**config.mk**
```make
export PLATFORM = sky130hd
export DESIGN_NAME = pll_control_lock_detect
export DESIGN_NICKNAME = d
export VERILOG_FILES = /design/src/pll_ctrl_pkg.sv /design/src/pll_control_lock_detect.sv
export SDC_FILE = /design/constraint.sdc
export NUM_CORES = 1
export LEC_CHECK = 0
export BUFFER_PORTS_ARGS = -buffer_cell sky130_fd_sc_hd__buf_2
export CORE_MARGIN = 2
export CORE_UTILIZATION = 40
export CTS_BUF_LIST = sky130_fd_sc_hd__clkbuf_2
export DETAILED_ROUTE_END_ITERATION = 7
export GPL_TIMING_DRIVEN = 0
export PLACE_DENSITY = 0.63
export SYNTH_ARGS = -nofsm -noshare
export SYNTH_HDL_FRONTEND = slang
export SYNTH_SLANG_ARGS = --single-unit
```
**constraint.sdc**
```tcl
create_clock -name I_CLK -period 14.4 [get_ports I_CLK]
set_clock_uncertainty 0.1 [all_clocks]
set_input_delay 2.16 -clock I_CLK [delete_from_list [all_inputs] [get_ports I_CLK]]
set_output_delay 2.16 -clock I_CLK [all_outputs]
set_load 0.02 [all_outputs]
```
**src/pll_ctrl_pkg.sv**
```systemverilog
package pll_ctrl_pkg;

	// Register select codes held in the three low bits of a word
	localparam logic [2:0] SEL_R0 = 3'h0;
	localparam logic [2:0] SEL_R1 = 3'h1;
	localparam logic [2:0] SEL_R2 = 3'h2;
	localparam logic [2:0] SEL_R3 = 3'h3;
	localparam logic [2:0] SEL_R4 = 3'h4;
	localparam logic [2:0] SEL_R5 = 3'h5;

	// Register bank port: word index is the register select code
	localparam int ADDR_W = 3;
	localparam logic [2:0] ADDR_STATUS = 3'h7;

	// Field positions, register 1
	localparam int F1_MOD_LSB   = 3;
	// Field positions, register 2
	localparam int F2_CNT_RST   = 3;
	localparam int F2_CP_3STATE = 4;
	localparam int F2_PWR_DOWN  = 5;
	localparam int F2_WIN_WIDTH = 7;
	localparam int F2_WIN_COUNT = 8;
	localparam int F2_DBL_BUF   = 13;
	localparam int F2_RCOUNT_LSB = 14;
	localparam int F2_HALVER    = 24;
	localparam int F2_DOUBLER   = 25;
	localparam int F2_MUX_LSB   = 26;
	// Field positions, register 3
	localparam int F3_INTERVAL_LSB = 3;
	localparam int F3_DIVMODE_LSB  = 15;
	localparam int F3_BOOST        = 18;
	// Field positions, register 4
	localparam int F4_PWR_LSB   = 3;
	localparam int F4_OUT_EN    = 5;
	localparam int F4_MUTE      = 10;
	localparam int F4_DIV_LSB   = 20;
	localparam int F4_FB_SEL    = 23;
	// Field positions, register 5
	localparam int F5_LDPIN_LSB = 22;
	localparam int F5_CHG_CANCEL = 29;
	localparam int F5_ABL_LSB   = 30;

	localparam logic [1:0] DIVMODE_OFF    = 2'h0;
	localparam logic [1:0] DIVMODE_RESYNC = 2'h2;
	localparam logic [2:0] MUX_DIG_LOCK   = 3'h6;
	localparam logic [1:0] LDPIN_LOW      = 2'h0;
	localparam logic [1:0] LDPIN_DIG_LOCK = 2'h1;
	localparam logic [1:0] LDPIN_HIGH     = 2'h3;

	localparam logic [5:0] LOCK_COUNT_SLOW = 6'h28;
	localparam logic [5:0] LOCK_COUNT_FAST = 6'h05;
	// Phase-error windows in ps, converted to eighths of 25 ns clock cycles (round down)
	localparam int CLK_PERIOD_PS = 25000;
	localparam int WIN_WIDE_PS   = 10000;
	localparam int WIN_NARROW_PS = 6000;
	localparam int WIN_WIDE_CYC_I = (WIN_WIDE_PS * 8) / CLK_PERIOD_PS;
	localparam int WIN_NARROW_CYC_I = (WIN_NARROW_PS * 8) / CLK_PERIOD_PS;
	// Error measured in eighth-cycles from two-flop sampled edges
	localparam logic [7:0] WIN_WIDE_E8   = 8'(WIN_WIDE_CYC_I);
	localparam logic [7:0] WIN_NARROW_E8 = 8'(WIN_NARROW_CYC_I);

	localparam logic [31:0] REG_RESET = 32'h0;

	typedef struct packed {
		logic [31:0] cfg0;
		logic [31:0] cfg1;
		logic [31:0] cfg2;
		logic [31:0] cfg3;
		logic [31:0] cfg4;
		logic [31:0] cfg5;
		logic [2:0]  div4_live;
	} regs_t;

	typedef struct packed {
		logic        ref_s1;
		logic        ref_s2;
		logic        ref_d;
		logic        fb_s1;
		logic        fb_s2;
		logic        fb_d;
		logic        ref_seen;
		logic        fb_seen;
		logic [7:0]  err;
		logic        pfd_tick;
		logic [9:0]  rcount;
		logic        halve;
		logic [5:0]  good_run;
		logic        locked;
		logic [11:0] resync_div;
		logic [11:0] resync_mod;
		logic [1:0]  resync_pend;
		logic        resync;
		logic        tune_s1;
		logic        tune_s2;
	} core_t;

	typedef struct packed {
		logic        cp_hiz;
		logic        boost;
		logic        cnt_hold;
		logic        out_on;
		logic [1:0]  out_level;
		logic [2:0]  out_div;
		logic        fb_direct;
		logic        chg_cancel;
		logic        lock_pin;
		logic        mux_out;
		logic        resync;
		logic        pfd_clk;
	} ctrl_out_t;

	function automatic logic [7:0] lock_window(input logic narrow);
		lock_window = narrow ? WIN_NARROW_E8 : WIN_WIDE_E8;
	endfunction : lock_window

endpackage : pll_ctrl_pkg

```
**src/pll_control_lock_detect.sv**
```systemverilog
`timescale 1ns/1ps
`default_nettype none

// Function
// - Select codes 011/100/101 load registers 3-5
// - Lock count forty cleared, five set
// - Window 10 ns cleared, 6 ns set
// - Lock only after full run inside window
// - Power-down bit, registers retained
// - Power-down: counters load, pump off, lock reset
// - Three-state bit floats charge pump
// - Counter reset holds both dividers
// - Boost current until near lock
// - Divider mode 10 resync, 00 off
// - Twelve-bit resync timer count
// - Feedback from oscillator or divider chain
// - Three-bit output divider ratio
// - Mute output until lock
// - Output enable and two-bit level
// - Charge cancellation enable bit
// - Two-bit lock pin mode
// - Reference doubled, divided, optionally halved
// - Select codes 000/001/010 load registers 0-2
// - Double buffer delays divider select
// - Second resync pulse after load realigns
module pll_control_lock_detect
	import pll_ctrl_pkg::*;
(
	input  wire logic              I_CLK,
	input  wire logic              I_RESET,
	input  wire logic [ADDR_W-1:0] I_ADDR,
	input  wire logic [31:0]       I_WDATA,
	input  wire logic              I_WR,
	input  wire logic              I_RD,
	input  wire logic              I_REF_EDGE,
	input  wire logic              I_FB_EDGE,
	input  wire logic              I_TUNE_NEAR,
	output var  logic [31:0]       O_RDATA,
	output var  ctrl_out_t         O_CTRL
);

	regs_t     regs;
	regs_t     next_regs;
	core_t     core;
	core_t     next_core;
	ctrl_out_t next_ctrl;
	logic [31:0] next_rdata;

	logic       pd;
	logic       hold;
	logic [9:0] rdiv;
	logic       ref_rise;
	logic       fb_rise;
	logic       pfd_src;
	logic [5:0] need;
	logic       win_ok;
	logic       wr_load;

	////////////////////////////////////////////////////////////////
	// Field decode

	always_comb
	begin
		pd      = regs.cfg2[F2_PWR_DOWN];
		hold    = pd | regs.cfg2[F2_CNT_RST];
		rdiv    = regs.cfg2[F2_RCOUNT_LSB +: 10];
		ref_rise = core.ref_s2 & ~core.ref_d;
		fb_rise  = core.fb_s2 & ~core.fb_d;
		need    = regs.cfg2[F2_WIN_COUNT] ? LOCK_COUNT_FAST
		                                  : LOCK_COUNT_SLOW;
		win_ok  = core.err <= lock_window(regs.cfg2[F2_WIN_WIDTH]);
		wr_load = I_WR & (I_ADDR <= SEL_R5);
	end

	////////////////////////////////////////////////////////////////
	// Register bank; writes accepted even in power-down

	always_comb
	begin
		next_regs = regs;
		if (wr_load)
		begin
			case (I_WDATA[2:0])
				SEL_R0: next_regs.cfg0 = I_WDATA;
				SEL_R1: next_regs.cfg1 = I_WDATA;
				SEL_R2: next_regs.cfg2 = I_WDATA;
				SEL_R3: next_regs.cfg3 = I_WDATA;
				SEL_R4: next_regs.cfg4 = I_WDATA;
				SEL_R5: next_regs.cfg5 = I_WDATA;
				default: next_regs = regs;
			endcase
		end
		// Buffered divider select follows only on a register 0 load
		if (!regs.cfg2[F2_DBL_BUF])
			next_regs.div4_live = next_regs.cfg4[F4_DIV_LSB +: 3];
		else if (wr_load && I_WDATA[2:0] == SEL_R0)
			next_regs.div4_live = regs.cfg4[F4_DIV_LSB +: 3];
	end

	always_comb
	begin
		next_rdata = 32'h0;
		if (I_RD)
		begin
			case (I_ADDR)
				SEL_R0: next_rdata = regs.cfg0;
				SEL_R1: next_rdata = regs.cfg1;
				SEL_R2: next_rdata = regs.cfg2;
				SEL_R3: next_rdata = regs.cfg3;
				SEL_R4: next_rdata = regs.cfg4;
				SEL_R5: next_rdata = regs.cfg5;
				ADDR_STATUS: next_rdata = {26'h0, core.good_run};
				default: next_rdata = 32'h0;
			endcase
			if (I_ADDR == ADDR_STATUS)
				next_rdata[31] = core.locked;
		end
	end

	////////////////////////////////////////////////////////////////
	// Phase detector clock and lock detector

	always_comb
	begin
		next_core = core;
		next_core.ref_s1 = I_REF_EDGE;
		next_core.ref_s2 = core.ref_s1;
		next_core.ref_d  = core.ref_s2;
		next_core.fb_s1  = I_FB_EDGE;
		next_core.fb_s2  = core.fb_s1;
		next_core.fb_d   = core.fb_s2;
		// Tuning comparator is asynchronous to the clock
		next_core.tune_s1 = I_TUNE_NEAR;
		next_core.tune_s2 = core.tune_s1;
		next_core.pfd_tick = 1'b0;
		next_core.resync   = 1'b0;
		pfd_src = 1'b0;

		// Doubler uses both reference edges, then R, then halver
		if (hold)
		begin
			next_core.rcount = 10'h0;
			next_core.halve  = 1'b0;
		end
		else if (regs.cfg2[F2_DOUBLER] ? (core.ref_s2 != core.ref_d)
		                               : ref_rise)
		begin
			if (core.rcount + 10'h1 >= rdiv)
			begin
				next_core.rcount = 10'h0;
				next_core.halve  = ~core.halve;
				pfd_src = ~regs.cfg2[F2_HALVER] | core.halve;
			end
			else
				next_core.rcount = core.rcount + 10'h1;
		end
		next_core.pfd_tick = pfd_src;

		// Error measured between reference tick and feedback edge
		if (pfd_src)
		begin
			next_core.ref_seen = 1'b1;
			if (fb_rise)
				next_core.err = 8'h0;
		end
		if (fb_rise)
			next_core.fb_seen = 1'b1;
		if (core.ref_seen ^ core.fb_seen)
			// Saturate: a wrap to zero would fake a good cycle
			next_core.err = (core.err >= 8'hf8) ? 8'hff : core.err + 8'h8;
		if (core.ref_seen & core.fb_seen)
		begin
			next_core.ref_seen = pfd_src;
			next_core.fb_seen  = fb_rise & ~pfd_src;
			if (win_ok)
			begin
				if (core.good_run + 6'h1 >= need)
				begin
					next_core.good_run = need;
					next_core.locked   = 1'b1;
				end
				else
					next_core.good_run = core.good_run + 6'h1;
			end
			else
			begin
				next_core.good_run = 6'h0;
				next_core.locked   = 1'b0;
			end
			next_core.err = 8'h0;
		end
		if (pd)
		begin
			next_core.good_run = 6'h0;
			next_core.locked   = 1'b0;
			next_core.ref_seen = 1'b0;
			next_core.fb_seen  = 1'b0;
			next_core.err      = 8'h0;
		end

		// Resync timer: interval x modulus phase-detector ticks
		if (regs.cfg3[F3_DIVMODE_LSB +: 2] != DIVMODE_RESYNC || hold)
		begin
			next_core.resync_div = 12'h0;
			next_core.resync_mod = 12'h0;
		end
		else if (pfd_src)
		begin
			if (core.resync_mod + 12'h1 >= regs.cfg1[F1_MOD_LSB +: 12])
			begin
				next_core.resync_mod = 12'h0;
				if (core.resync_div + 12'h1 >=
				    regs.cfg3[F3_INTERVAL_LSB +: 12])
				begin
					next_core.resync_div = 12'h0;
					if (core.resync_pend == 2'h1)
						next_core.resync = 1'b1;
					if (core.resync_pend != 2'h0)
						next_core.resync_pend = core.resync_pend - 2'h1;
				end
				else
					next_core.resync_div = core.resync_div + 12'h1;
			end
			else
				next_core.resync_mod = core.resync_mod + 12'h1;
		end
		// New frequency load arms the second timer pulse
		if (wr_load && I_WDATA[2:0] == SEL_R0)
			next_core.resync_pend = 2'h2;
	end

	////////////////////////////////////////////////////////////////
	// Analog control outputs

	always_comb
	begin
		next_ctrl.cp_hiz    = pd | regs.cfg2[F2_CP_3STATE];
		next_ctrl.boost     = regs.cfg3[F3_BOOST] & ~core.tune_s2
		                    & ~pd;
		next_ctrl.cnt_hold  = hold;
		next_ctrl.out_on    = regs.cfg4[F4_OUT_EN] & ~pd
		                    & ~(regs.cfg4[F4_MUTE] & ~core.locked);
		next_ctrl.out_level = regs.cfg4[F4_PWR_LSB +: 2];
		next_ctrl.out_div   = regs.div4_live;
		next_ctrl.fb_direct = regs.cfg4[F4_FB_SEL];
		next_ctrl.chg_cancel = regs.cfg5[F5_CHG_CANCEL];
		case (regs.cfg5[F5_LDPIN_LSB +: 2])
			LDPIN_LOW:      next_ctrl.lock_pin = 1'b0;
			LDPIN_DIG_LOCK: next_ctrl.lock_pin = core.locked;
			LDPIN_HIGH:     next_ctrl.lock_pin = 1'b1;
			default:        next_ctrl.lock_pin = 1'b0;
		endcase
		next_ctrl.mux_out = (regs.cfg2[F2_MUX_LSB +: 3] == MUX_DIG_LOCK)
		                  & core.locked;
		next_ctrl.resync  = core.resync;
		next_ctrl.pfd_clk = core.pfd_tick;
	end

	////////////////////////////////////////////////////////////////

	always_ff @(posedge I_CLK or posedge I_RESET)
	begin
		if (I_RESET)
		begin
			regs    <= '0;
			core    <= '0;
			O_CTRL  <= '0;
			O_RDATA <= 32'h0;
		end
		else
		begin
			regs    <= next_regs;
			core    <= next_core;
			O_CTRL  <= next_ctrl;
			O_RDATA <= next_rdata;
		end
	end

endmodule : pll_control_lock_detect
`default_nettype wire

```
Word-level counts from Yosys, hierarchy flattened

Index checks and enable logic that the tools add are counted.

Bits in registers: 306
Output and inout bits: 47

$add $sub $neg: 6
$lt $le $gt $ge: 7
Eq/ne operators: 20
Multiplexer cells: 43
Bitwise logic cells: 24
Reduce and logical (&&, ||, !) cells: 29

Operators by type and width:

| cell                    | number |
|---|---|
| $pmux W32 S7            | 1 |
| $mux W32                | 2 |
| $mux W58                | 1 |
| $mux W12                | 3 |
| $mux W8                 | 4 |
| $mux W10                | 3 |
| $mux W27                | 1 |
| $add A12 B1 Y12 const B | 2 |
| $ge A12 B12 Y1          | 2 |
| $mux W24                | 1 |
| $mux W23                | 1 |
| $mux W11                | 2 |
| $mux W7                 | 3 |
| $reduce_and A2 Y1       | 10 |
| $reduce_bool A2 Y1      | 10 |
| $eq A3 B3 Y1 const B    | 6 |
| $mux W3                 | 5 |
| $eq A3 B2 Y1 const B    | 4 |
| $mux W6                 | 2 |
| $and A1 B1 Y1           | 11 |
| $add A10 B1 Y10 const B | 1 |
| $ge A10 B10 Y1          | 1 |
| $mux W1                 | 10 |
| $not A1 Y1              | 9 |
| 24 further kinds        | 34 |

Longest topological paths before layout

Depth in word-level cells: 9
Depth in mapped cells: 14
Gate-level depth less buffers: 12

Least setup slack after synthesis

No wires, ideal clock.

Path type: input port to flip-flop
From: input port I_ADDR[1]
To: register regs, in the netlist next_ctrl[10]
Data arrival time: 3.569 ns
Setup slack: 10.606 ns
Cell stages on the path: 7
Path buffers: 3
Cells stage by stage: buf_2 -> a21oi_1 -> nand3_1 -> nor2_1 -> buf_4 -> buf_4 -> mux2_2

Word-level cells in the longest chain between the ends: 3

RTL lines:

| element                     | RTL line                       | text |
|---|---|---|
| from (decl)                 | pll_control_lock_detect.sv:31  | `input wire logic [ADDR_W-1:0] I_ADDR,` |
| $le A3 B3 Y1                | pll_control_lock_detect.sv:72  | `wr_load = I_WR & (I_ADDR <= SEL_R5);` |
| $and A1 B1 Y1               | pll_control_lock_detect.sv:72  |  |
| $reduce_and A2 Y1 (no line) | n/a                            |  |
| to (signal assigned)        | pll_control_lock_detect.sv:272 | `regs <= next_regs;` |
| to (decl)                   | pll_control_lock_detect.sv:42  | `regs_t regs;` |

No other way between the ends.
A chain may end at the register's enable or synchronous reset.

Worst setup path after layout

From: input port I_ADDR[2]
To: register O_RDATA[6]

Word-level cells in the longest chain between the ends: 3
Elaborated cells between the ends (all ways): 9
Those cells by class: eq/ne: 6; mux: 2; reduce/logical: 1

RTL lines:

| element                                    | RTL line                       | text |
|---|---|---|
| $eq A3 B3 Y1, or another cell as far along | pll_control_lock_detect.sv:105 | `case (I_ADDR)` |
| $pmux W32 S7 (*)                           | pll_control_lock_detect.sv:105 |  |
| $mux W32 (*)                               | pll_control_lock_detect.sv:103 | `if (I_RD)` |
| named net next_rdata[6]                    | pll_control_lock_detect.sv:47  | `logic [31:0] next_rdata;` |
| to (signal assigned)                       | pll_control_lock_detect.sv:275 | `O_RDATA <= next_rdata;` |
| to (decl)                                  | pll_control_lock_detect.sv:38  | `output var logic [31:0] O_RDATA,` |

Mark *: on every way through the listed nets, which the timed path passes. The rest lies on a longest branch.

==> results.json <==
{
  "outcome": "completed",
  "reg2reg_slack_ns": 10.80,
  "r2r-end": "core[20]$_DFFE_PP0P_",
  "ant_nets": 0,
  "max_freq_mhz": 249,
  "synth_commonest_cells": "dfrtp_1 (304), mux2_2 (177), a22oi_1 (80), nand2_1 (49)",
  "p_per_area_mw_per_mm2": 134,
  "grt-ovfl-total": 0,
  "cts_buffers": 83,
  "synthesis.nets": 1220,
  "synth.cell_area_mm2": 0.0139,
  "die_h_um": 190,
  "cap_violations": 0,
  "antenna_found_initial": 4,
  "ir_drop_mv": 0.0786,
  "final_cells": 1821,
  "r2r-start": "core[5]$_DFFE_PP0P_",
  "cts_hold_buf": 0,
  "routedWlPerCell_um": 19.9,
  "grt_pass1_wl_um": 56900,
  "hold_ws_ns": 0.259,
  "postCtsSetupRepairBufs": 0,
  "syn_avg_cell_area_um2": 12.3,
  "synthArstFlopShare_pct": 100,
  "path_cells": "buf_2 -> buf_2 -> nand2_1 -> nor2_1 -> buf_2 -> a22oi_1 -> a31oi_1",
  "worstHoldPathCells": 0,
  "grt_max_degree": 116,
  "cp_slowest_cell": "nor2_1",
  "relSlewSlack_pct": 19.6,
  "internal_power_mw": 1.44,
  "placementRows": 68,
  "synth_ff_type": "dfrtp_1",
  "crit_family": "simple AND/OR/NAND/NOR gates",
  "finalHoldViolations": 0,
  "dp.cells": 1673,
  "start_util_pct": 40.3,
  "fin_nets": 1393,
  "min_period_ns": 4.01,
  "min_period_over_period_pct": 27.9,
  "clock-sinks": 304,
  "ctsResizeCount": 0,
  "slowest_delay_ns": 0.90,
  "synth.most_common_cell": "dfrtp_1",
  "reg2regPathDepth": 12,
  "crit_top_cell": "buf_2",
  "first_global_vias": 10200,
  "power_frac_clock_pct": 30.4,
  "synth_seq_area_share_pct": 54.9,
  "cts_tree": "done",
  "switching_share_pct": 31.6,
  "core_area_mm2": 0.0344,
  "power.leakage_nw": 7.32,
  "die_w_um": 190,
  "first_pass_iters": 5,
  "p_seq_share_pct": 52.1,
  "htree_levels": 3,
  "clock_latency_ns": 0.95,
  "routed_wl_um": 36200,
  "cp-start-kind": "primary input",
  "portBuffers": 86,
  "worstHoldEndpoint": "O_CTRL[0]$_DFF_PP0_",
  "die-area_mm2": 0.0362,
  "synth_warnings": 0,
  "drive_gt1_share_pct": 30.5,
  "dp_hpwl_um": 24600,
  "ys_types": 58,
  "holdCritStartpoint": "core[47]$_DFF_PP0_",
  "cp_num_buf_inv": 3,
  "synth_area_leaders": "dfrtp_1 (55%), mux2_2 (14%), a22oi_1 (4.3%), ha_1 (4.3%), nand2_1 (1.3%)",
  "io_pins": 89,
  "finalSetupViolCount": 0,
  "vias_per_cell": 5.50,
  "holdCritPathClass": "reg2reg",
  "gp_congestion": 0.824,
  "track_usage_pct": 20.5,
  "maxSlewViolCount": 0,
  "clock_tree.root_cell": "clkbuf_2",
  "synth_top_cell_by_area": "dfrtp_1",
  "placed_cell_area_mm2": 0.0149,
  "design_area_mm2": 0.0157,
  "area_growth_pct": 13.4,
  "synth-seq-cells": 304,
  "grt_setup_unrepaired": "no",
  "drc": 0,
  "vias": 10000,
  "end_kind": "flip-flop",
  "initialDrtViolationCount": 585,
  "clk_pin_slew_worst_paths_ns": 0.09,
  "worstPathArrival_ns": 4.64,
  "total_power_mw": 2.11,
  "synth-edff-count": 0,
  "combPwrFrac_pct": 17.5,
  "p_switching_mw": 0.666,
  "fin_setup_tns_ns": 0,
  "cp_max_fo": 10,
  "clock_path_buffers": 3,
  "cp_data_required_time_ns": 15.03,
  "crit_type": "in2reg",
  "worst_pin_slew_ns": 1.20,
  "synth_top_cell_area_share_pct": 54.9,
  "netlist_instances": 1130
}
## layout make-up
| cell class | instances | area [um2] |
|---|---|---|
| Antenna cell | 4 | 10.0 |
| Buffer | 57 | 249 |
| Clock buffer | 115 | 576 |
| Clock inverter | 29 | 208 |
| Fill cell | 3238 | 18700 |
| Inverter | 48 | 188 |
| Multi-Input combinational cell | 721 | 5830 |
| Sequential cell | 304 | 7610 |
| Tap cell | 455 | 569 |
| Timing Repair Buffer | 88 | 485 |
## power groups by stage
stage               Combinational (mW)  Sequential (mW)  Clock [mW]
floorplan                        0.243             1.11           0
global placement                 0.357             1.11           0
detailed placement               0.371             1.11           0
finish                           0.369             1.10       0.642
global route                     0.408             1.12       0.713
CTS                              0.373             1.10       0.663
## metrics by stage
| step | util (%) | setup slack, ns |
|---|---|---|
| finish | 45.7 | 10.39 |
| global route | 45.7 | 10.44 |
| CTS | 45.7 | 10.57 |
| detailed placement | 43.4 | 9.58 |
| global placement | 43.2 | 0.381 |
| floorplan | - | 3.74 |
## kinds of logic (layout without fill, tap and decap cells)
logic type	after synthesis	in the layout	share of synthesized area, %
flip-flops	304	304	54.9
AO/OA/AOI/OAI	241	241	12.5
AND/OR/NAND/NOR	212	212	8.02
multiplexers	191	191	15.4
buffers and inverters	105	337	3.10
adder cells (fa/ha/maj)	48	48	4.33
XOR/XNOR	29	29	1.83
other	0	4	0
## registers in the layout, summed over array words and instances, names as in the netlist
signal,flops
O_CTRL,15
O_RDATA,32
core,62
next_ctrl,7
pd,1
rdiv,10
regs,177
## layer usage
layer | wire length (um) | part of all wire, % | up-vias | track usage [%]
li1 | - | - | 4557 | -
met1 | 16300 | 45 | 5103 | 26.9
met2 | 17100 | 47 | 275 | 32.9
met3 | 1730 | 4.8 | 81 | 4.80
met4 | 1120 | 3.1 | 2 | 8.32
met5 | 13 | 0.036 | - | 0
## worst reg2reg max path, stage by stage, from the launching register on
cell	delay, ns
dfrtp_1	0.47
ha_1	0.27
nand3_1	0.16
or2_2	0.35
nor2_1	0.14
xor2_1	0.24
ha_1	0.29
a21o_1	0.16
a21oi_1	0.21
o21a_1	0.40
clkbuf_1	0.40
o21ai_0	0.14
a21oi_1	0.16
## worst max path at each step
stage,slack [ns],endpoint,start,cells past startpoint
2_1_floorplan,3.74,O_CTRL[0]$_DFF_PP0_,I_RESET,1
6_report,10.39,O_RDATA[6]$_DFF_PP0_,I_ADDR[2],7
3_3_place_gp,0.38,core[27]$_DFFE_PP0P_,I_RESET,2
3_5_place_dp,9.58,O_RDATA[28]$_DFF_PP0_,I_ADDR[2],7
4_1_cts,10.57,O_RDATA[17],O_RDATA[17]$_DFF_PP0_,1
5_1_grt,10.44,O_RDATA[6]$_DFF_PP0_,I_ADDR[1],6
## layout by cell type, fill, tap and decap left out, types with 17 or more instances in the layout
| cell type | count |
|---|---|
| dfrtp_1 | 304 |
| a32o_1 | 17 |
| o21ai_0 | 31 |
| clkbuf_1 | 32 |
| nand2_1 | 49 |
| mux2_2 | 177 |
| inv_1 | 47 |
| ha_1 | 48 |
| a22oi_1 | 80 |
| buf_2 | 93 |
| clkbuf_2 | 115 |
| a21oi_1 | 32 |
| clkinv_1 | 20 |
| nor2_1 | 43 |
| nand3_1 | 30 |
| a31oi_1 | 29 |
Power figures use the tool's default switching activity.
